==> config.mk <==
export PLATFORM = sky130hd
export DESIGN_NAME = ppr_routing
export DESIGN_NICKNAME = d
export VERILOG_FILES = /design/src/hw/ppr_pkg.sv /design/src/hw/ppr_routing.sv
export SDC_FILE = /design/constraint.sdc
export NUM_CORES = 1
export LEC_CHECK = 0
export BUFFER_PORTS_ARGS = -buffer_cell sky130_fd_sc_hd__buf_2
export CAP_MARGIN = 20
export CORE_MARGIN = 2
export CORE_UTILIZATION = 50
export CTS_CLUSTER_DIAMETER = 200
export DETAILED_ROUTE_END_ITERATION = 12
export PLACE_DENSITY = 0.77
export SLEW_MARGIN = 0
export SYNTH_ARGS = -nofsm -noshare
export SYNTH_HDL_FRONTEND = slang
export SYNTH_SLANG_ARGS = --single-unit
==> constraint.sdc <==
create_clock -name i_clk -period 1.31 [get_ports i_clk]
set_input_delay 0.262 -clock i_clk [delete_from_list [all_inputs] [get_ports i_clk]]
set_output_delay 0.262 -clock i_clk [all_outputs]
set_load 0.005 [all_outputs]
==> src/hw/ppr_pkg.sv <==
// Package: register map, field layout and types of the peripheral pin routing block
package ppr_pkg;

    // ****************************************
    // Sizes
    // ****************************************
    localparam int N_IN   = 8;              // Routed peripheral inputs
    localparam int N_PIN  = 8;              // Remappable pins
    localparam int N_POUT = 8;              // Peripheral outputs that can drive a pin
    localparam int SEL_W  = 4;              // Width of a select field
    localparam int ADDR_W = 8;              // Byte address width

    // ****************************************
    // Register map (byte addresses, one word each)
    // ****************************************
    localparam logic [7:0] OFS_CFG     = 8'h00;  // config_control_reg
    localparam logic [7:0] OFS_IN_BASE = 8'h40;  // peripheral_input_route_select[0]
    localparam logic [7:0] OFS_PIN_BASE= 8'h80;  // pin_output_route_select[0]

    // ****************************************
    // Fields and reset values
    // ****************************************
    localparam int LOCK_BIT = 13;                    // routing_lock_bit position
    localparam int SEL_LSB  = 0;                     // Select field sits in bits 3-0
    localparam logic [3:0]  SEL_RST  = 4'h0;
    localparam logic        LOCK_RST = 1'b0;

    // Register bus request
    typedef struct packed {
        logic [7:0]  addr;
        logic [31:0] wdata;
        logic        wr;
        logic        rd;
    } ppr_req_t;

endpackage

==> src/hw/ppr_routing.sv <==
// Module: peripheral pin routing with lockable select registers
`timescale 1ns/100ps

module ppr_routing (
    // Clock and reset
    input  wire logic                                     i_clk,
    input  wire logic                                     i_reset_n,
    // Register port
    input  wire logic [7:0]                               i_addr,
    input  wire logic [31:0]                              i_wdata,
    input  wire logic                                     i_wr,
    input  wire logic                                     i_rd,
    output logic      [31:0]                              o_rdata,
    // Pins and peripherals
    input  wire logic [ppr_pkg::N_PIN-1:0]                i_pin,
    input  wire logic [ppr_pkg::N_POUT-1:0]               i_periph_out,
    output logic      [ppr_pkg::N_IN-1:0]                 o_periph_in,
    output logic      [ppr_pkg::N_PIN-1:0]                o_pin,
    output logic                                          o_lock
);

    // ****************************************
    // Register file
    // ****************************************
    ppr_pkg::ppr_req_t req;
    logic [3:0]        in_sel_q  [ppr_pkg::N_IN];
    logic [3:0]        pin_sel_q [ppr_pkg::N_PIN];
    logic              lock_q;
    logic [31:0]       rdata_d;

    assign req = '{addr: i_addr, wdata: i_wdata, wr: i_wr, rd: i_rd};

    // Index decode shared by both select banks
    function automatic logic hit(input logic [7:0] a, input logic [7:0] base, input int idx);
        hit = (a == base + 8'(idx * 4));
    endfunction

    // Range check shared by both banks: codes past the last source route a low level
    function automatic logic sel_ok(input logic [3:0] s, input int n);
        sel_ok = (s < 4'(n));
    endfunction

    wire cfg_hit = (req.addr == ppr_pkg::OFS_CFG);
    // Locked writes are dropped so a runaway task cannot reroute pins
    wire sel_wr_ok = req.wr && !lock_q;
    wire [3:0] wsel = req.wdata[ppr_pkg::SEL_LSB +: ppr_pkg::SEL_W];

    // Lock bit lives in the configuration register and is never locked itself
    always_ff @(posedge i_clk or negedge i_reset_n) begin
        if (!i_reset_n) begin
            lock_q <= ppr_pkg::LOCK_RST;
        end else if (req.wr && cfg_hit) begin
            lock_q <= req.wdata[ppr_pkg::LOCK_BIT];
        end
    end

    // ****************************************
    // Select banks and routing
    // ****************************************
    // Per-slot enables and routed levels are nets, each bit driven by its own generate slot
    wire [ppr_pkg::N_IN-1:0]  in_wr_en;
    wire [ppr_pkg::N_PIN-1:0] pin_wr_en;
    wire [ppr_pkg::N_IN-1:0]  routed_in;
    wire [ppr_pkg::N_PIN-1:0] routed_pin;

    genvar g;
    generate
        // Input side: the register of an input alone picks its source pin
        for (g = 0; g < ppr_pkg::N_IN; g++) begin : g_in
            assign in_wr_en[g]  = sel_wr_ok && hit(req.addr, ppr_pkg::OFS_IN_BASE, g);
            // Codes beyond the pin count select nothing and give a low level
            assign routed_in[g] = sel_ok(in_sel_q[g], ppr_pkg::N_PIN) ? i_pin[in_sel_q[g][2:0]] : 1'b0;
        end
        // Output side: the register of a pin picks the peripheral output driving it
        for (g = 0; g < ppr_pkg::N_PIN; g++) begin : g_pin
            assign pin_wr_en[g]  = sel_wr_ok && hit(req.addr, ppr_pkg::OFS_PIN_BASE, g);
            // Codes beyond the output count leave the pin low
            assign routed_pin[g] = sel_ok(pin_sel_q[g], ppr_pkg::N_POUT) ? i_periph_out[pin_sel_q[g][2:0]] : 1'b0;
        end
    endgenerate

    // ****************************************
    // Select registers
    // ****************************************
    // One process holds both banks, so every slot has exactly one driver
    always_ff @(posedge i_clk or negedge i_reset_n) begin
        if (!i_reset_n) begin
            // Default routing: every input from pin 0, every pin from output 0
            for (int k = 0; k < ppr_pkg::N_IN; k++) begin
                in_sel_q[k] <= ppr_pkg::SEL_RST;
            end
            for (int k = 0; k < ppr_pkg::N_PIN; k++) begin
                pin_sel_q[k] <= ppr_pkg::SEL_RST;
            end
        end else begin
            // Locked writes never raise an enable, so the slots keep their value
            for (int k = 0; k < ppr_pkg::N_IN; k++) begin
                if (in_wr_en[k]) begin
                    in_sel_q[k] <= wsel;
                end
            end
            for (int k = 0; k < ppr_pkg::N_PIN; k++) begin
                if (pin_wr_en[k]) begin
                    pin_sel_q[k] <= wsel;
                end
            end
        end
    end

    // Routed levels leave flip-flops; this costs one cycle of latency on every path
    // but keeps the select muxes out of the pin timing
    always_ff @(posedge i_clk or negedge i_reset_n) begin
        if (!i_reset_n) begin
            o_periph_in <= '0;
            o_pin       <= '0;
        end else begin
            o_periph_in <= routed_in;
            o_pin       <= routed_pin;
        end
    end

    // ****************************************
    // Read path
    // ****************************************
    // Unmapped addresses read as zero; select words carry only bits 3-0
    always_comb begin
        rdata_d = 32'h0000_0000;
        if (cfg_hit) begin
            rdata_d[ppr_pkg::LOCK_BIT] = lock_q;
        end
        for (int k = 0; k < ppr_pkg::N_IN; k++) begin
            if (hit(req.addr, ppr_pkg::OFS_IN_BASE, k)) begin
                rdata_d[3:0] = in_sel_q[k];
            end
        end
        for (int k = 0; k < ppr_pkg::N_PIN; k++) begin
            if (hit(req.addr, ppr_pkg::OFS_PIN_BASE, k)) begin
                rdata_d[3:0] = pin_sel_q[k];
            end
        end
    end

    // Read data holds zero outside the answer cycle
    always_ff @(posedge i_clk or negedge i_reset_n) begin
        if (!i_reset_n) begin
            o_rdata <= 32'h0000_0000;
            o_lock  <= 1'b0;
        end else begin
            o_rdata <= req.rd ? rdata_d : 32'h0000_0000;
            o_lock  <= lock_q;
        end
    end

    // ****************************************
    // Per-slot assertions
    // ****************************************
    // Every slot is checked, not only slot 0, so a broken index decode cannot hide
    generate
        // Input slots
        for (g = 0; g < ppr_pkg::N_IN; g++) begin : g_ast_in

        end
        // Pin slots
        for (g = 0; g < ppr_pkg::N_PIN; g++) begin : g_ast_pin

        end
    endgenerate
endmodule

# After elaboration in Yosys (flattened, before gate mapping)
# Cells that the tools add are included.
[word_totals]
register_bits = 96
latchBits = 0
mem_bits_rw = 0
rom_bits = 0
out_inout_bits = 49
word_cells = 155
mem_count = 0
[classes]
n_addsub = 0
multipliers = 0
n_div = 0
n_lt_le_gt_ge = 32
eq_ne = 16
shifts = 0
mux = 66
bitwise = 0
n_reduce_logical = 20
[ops]
columns = ["operator", "n"]
rows = [
  ["8-bit by 7-bit == test with 1-bit output (second input constant)", 8],
  ["8-bit == test (second input constant)", 8],
  ["3-bit by 4-bit less-than comparator with 1-bit output (second input constant)", 16],
  ["4-bit less-than comparator (second input constant)", 16],
  ["4-bit two-way mux", 16],
  ["1-bit binary-select mux with 3-bit select", 16],
  ["1-bit two-way mux", 33],
  ["1-bit logical AND", 18],
  ["14-bit two-way mux", 1],
  ["8-bit zero test", 1],
  ["1-bit zero test", 1],
]

# Logic depth before layout (Yosys ltp)
[depth]
depth_word = 18
depth_mapped = 7

# Least setup slack after synthesis
# OpenSTA, ideal clock, no wires.
[synth_path]
kind = "in2reg"
start = "input port i_addr[5]"
end = "register pin_sel_q[16] (netlist name)"
setup_time_ns = 0.125
arrival_time_ns = 1.611
t_required_ns = 1.185
setup_slack_ns = -0.426
stages = 4
cell_sequence = "or4b_1 buf_2 or3_4 mux2_4"
[synth_via]
elab_chain_cells = 2
[synth_rtl]
columns = ["item", "line", "text"]
rows = [
  ["start: declaration", "ppr_routing.sv:9", "input wire logic [7:0] i_addr,"],
  ["8-bit == test", "ppr_routing.sv:35", "hit = (a == base + 8'(idx * 4));"],
  ["1-bit logical AND", "ppr_routing.sv:76", "assign pin_wr_en[g] = sel_wr_ok && hit(req.addr, ppr_pkg::OFS_PIN_BASE, g);"],
  ["end signal: indexed assignment", "ppr_routing.sv:93", "pin_sel_q[k] <= ppr_pkg::SEL_RST;"],
  ["end signal: indexed assignment", "ppr_routing.sv:104", "pin_sel_q[k] <= wsel;"],
  ["end: declaration", "ppr_routing.sv:27", "logic [3:0] pin_sel_q [ppr_pkg::N_PIN];"],
]
# No other way between the ends.
# A chain may end at the register's enable or synchronous reset.

# Worst setup path in the final report
[layout_path]
start = "register lock_q"
end = "register pin_sel_q[15] (netlist name)"
[layout_via]
elab_chain_cells = 3
[layout_rtl]
columns = ["item", "line", "text"]
rows = [
  ["start: declaration", "ppr_routing.sv:28", "logic lock_q;"],
  ["start signal: assignment", "ppr_routing.sv:51", "lock_q <= ppr_pkg::LOCK_RST;"],
  ["start signal: assignment", "ppr_routing.sv:53", "lock_q <= req.wdata[ppr_pkg::LOCK_BIT];"],
  ["1-bit zero test", "ppr_routing.sv:45", "wire sel_wr_ok = req.wr && !lock_q;"],
  ["1-bit logical AND", "ppr_routing.sv:45", ""],
  ["1-bit logical AND", "ppr_routing.sv:76", ""],
]
# No other way between the ends.

==> impl_metrics.yaml <==
sta:
  hold_slack_ns: 0.139
  fin_ws_ns: -0.160
  fmax_ghz: 0.680
  fin_setup_tns_ns: -6.17
  hold_violations: 0
  setup_violations: 69
  slew_viol_final: 0
  fin_crit_ns: 1.47
  rsz0062_at_grt: "yes"
  finClkSkew_ns: 0.00880
  min_period_over_period_pct: 112
synthesis:
  synth_seq_cells: 87
  ys_top_cells_by_count: "dfrtp_1 (87), mux2_2 (65), mux4_2 (33), nor2_1 (30), buf_4 (27)"
  netlist.area_leader.share_pct: 42.2
  synth_edf_count: 0
  synth_area_leader_cell: "dfrtp_1"
  synthArstFlopShare_pct: 100
  yosysMostFrequentCell: "dfrtp_1"
  syn-mean-instance-area_um2: 12.3
  syn_inst: 419
  ys_warn_count: 0
  synth.distinct_cells: 50
  synth_area_leaders: "dfrtp_1 (42%), mux4_2 (14%), mux2_2 (14%)"
  synth_seq_area_share_pct: 42.2
  synthesis.area_um2: 5160
  dominantRegCellSynth: "dfrtp_1"
run:
  drv_cap: 0
clock_network:
  clkTransAtPathRegs_ns: 0.08
  cts_tree: "built"
  cts_sinks: 87
  cts_buffer_depth: 2
  htree_levels: 3
  root_buffer: "clkbuf_8"
  cts_buffers: 9
  insertion_delay_ns: 0.37
power:
  comb_power_share_pct: 20.0
  sw_frac_of_total_pct: 27.3
  p_leak_nw: 3.29
  power.density_nw_per_um2: 884
  fin_total_pwr_w: 0.00599
  ir_drop_uv: 458
  p_seq_share_pct: 49.7
  p_sw_w: 0.00163
  internal-power_w: 0.00436
  power_frac_clock_pct: 30.3
layout:
  diodes: 0
  drive_gt1_share_pct: 57.8
  regArea_um2: 2190
  multi_input_area_um2: 3170
  fillers: 766
  nNetsFinal: 613
  syn2layout_area_growth_pct: 31.2
  finalNonFillerCells: 690
worst_hold_path:
  holdPathStages: 2
  hp-class: "primary input to flip-flop"
drt:
  via_per_inst: 6.02
  wl_per_cell_um: 21.5
  wl_mm: 14.9
  first_pass_iters: 5
  dr.first_iter.drc_count: 332
  drc_errors: 0
  drtAntennaViolNets: 0
  via_count: 4152
placed_design:
  dpl.hpwl_mm: 10.5
  place_inst: 665
  gp_congestion: 0.914
  dp_slack_ns: -0.529
  port_buffers: 54
run_status:
  status: "finished with violations"
  violations: "setup timing"
worst_setup_path:
  required_ns: 1.56
  path_max_fanout: 4
  critPathArrivalTime_ns: 1.72
  r2r_cells: 5
  critPathCaptureType: "flip-flop"
  setup.worst_path.start_class: "flip-flop"
  setup.worst_path.class: "flip-flop to flip-flop"
floorplan:
  coreArea_um2: 10200
  start_util_pct: 50.7
  die_h_um: 106
  rows: 37
  ios: 109
  dieArea_um2: 11200
  die_x_um: 106
grt:
  overflow: 0
  antenna_found_initial: 0
  groute.usage.overall_pct: 27.7
  grt_max_degree: 54
  grt_pass1_wl_mm: 23.5
  grt_pass1_vias: 4278
-- metal layers --
| layer | global-route usage [%] | share of wire (%) | routed length (um) | vias to the layer above |
|---|---|---|---|---|
| li1 | - | - | - | 1801 |
| met1 | 38.9 | 42 | 6200 | 2078 |
| met2 | 44.4 | 48 | 7180 | 244 |
| met3 | 5.13 | 7.8 | 1160 | 29 |
| met4 | 7.52 | 2.1 | 319 | 0 |
| met5 | 0 | 0 | 0 | - |
-- sequential cells by signal (all words and copies together) (netlist names) --
| name | cells |
|---|---|
| o_rdata | 5 |
| o_periph_in | 8 |
| lock_q | 1 |
| in_sel_q | 32 |
| o_pin | 8 |
| o_lock | 1 |
| pin_sel_q | 32 |
-- layout make-up --
cell class	instances	area share (%)
timing repair buffer	141	15.5
sequential	87	32.3
multi-input combinational	307	46.8
clock inverter	2	0.517
clock buffer	10	2.03
inverter	7	0.388
tap	136	2.51
-- path summary, 6_finish.rpt --
path,start,end,slack (ns)
setup reg to reg,lock_q,pin_sel_q[15],-0.16
setup / recovery,lock_q,pin_sel_q[15],-0.16
hold / removal,i_wdata[13],lock_q,0.14
min in group asynchronous,i_reset_n,in_sel_q[25],0.39
max in group asynchronous,i_reset_n,pin_sel_q[8],0.61
hold reg to reg,in_sel_q[7],o_periph_in[6],0.47
-- critical path: stages (launching register included) --
cell and delay [ns]:
dfrtp_1 0.40, nand2b_4 0.20, buf_6 0.14, nor2_4 0.18
nand2_2 0.13, mux2_4 0.32
-- timing repair --
item / in CTS / in global routing
hold endpoints to repair: 87 / 0
gates resized for setup: 54 / 23
setup endpoints to repair: 80 / 83
gates cloned: 0 / 0
hold buffers: 1 / 0
pin swaps: 34 / 11
buffers inserted: 7 / 6
-- cell usage in the layout (no fill, tap or decap), drive strengths merged, types with 6 or more instances in the layout --
| master | instances |
|---|---|
| a21oi | 7 |
| a22oi | 6 |
| buf | 140 |
| clkbuf | 10 |
| conb | 27 |
| dfrtp | 87 |
| inv | 7 |
| mux2 | 69 |
| mux2i | 24 |
| mux4 | 33 |
| nand2 | 26 |
| nand3 | 7 |
| nor2 | 30 |
| nor3 | 9 |
| o21ai | 13 |
-- power groups by stage --
| stage | Combinational (W) | Sequential [W] | Clock [W] |
|---|---|---|---|
| finish | 0.00120 | 0.00298 | 0.00182 |
| global route | 0.00128 | 0.00300 | 0.00195 |
| CTS | 0.00116 | 0.00297 | 0.00184 |
| detailed placement | 0.00109 | 0.00302 | 0 |
| global placement | 0.00106 | 0.00301 | 0 |
| floorplan | 0.000616 | 0.00301 | 0 |
-- through the flow --
step / utilization [%] / cell area [um2]
floorplan: - / 5530
global placement: 61.3 / 6240
detailed placement: 61.3 / 6240
CTS: 65.4 / 6660
global route: 66.5 / 6780
finish: 66.5 / 6780
-- cells by family after synthesis --
kind of cell	synth area share, %
buf+inv	5.86
simple gates	11.5
other cells	0.0726
compound gates	6.03
mux	34.4
flops	42.2
Note: power is estimated with default switching activity, not from simulation.
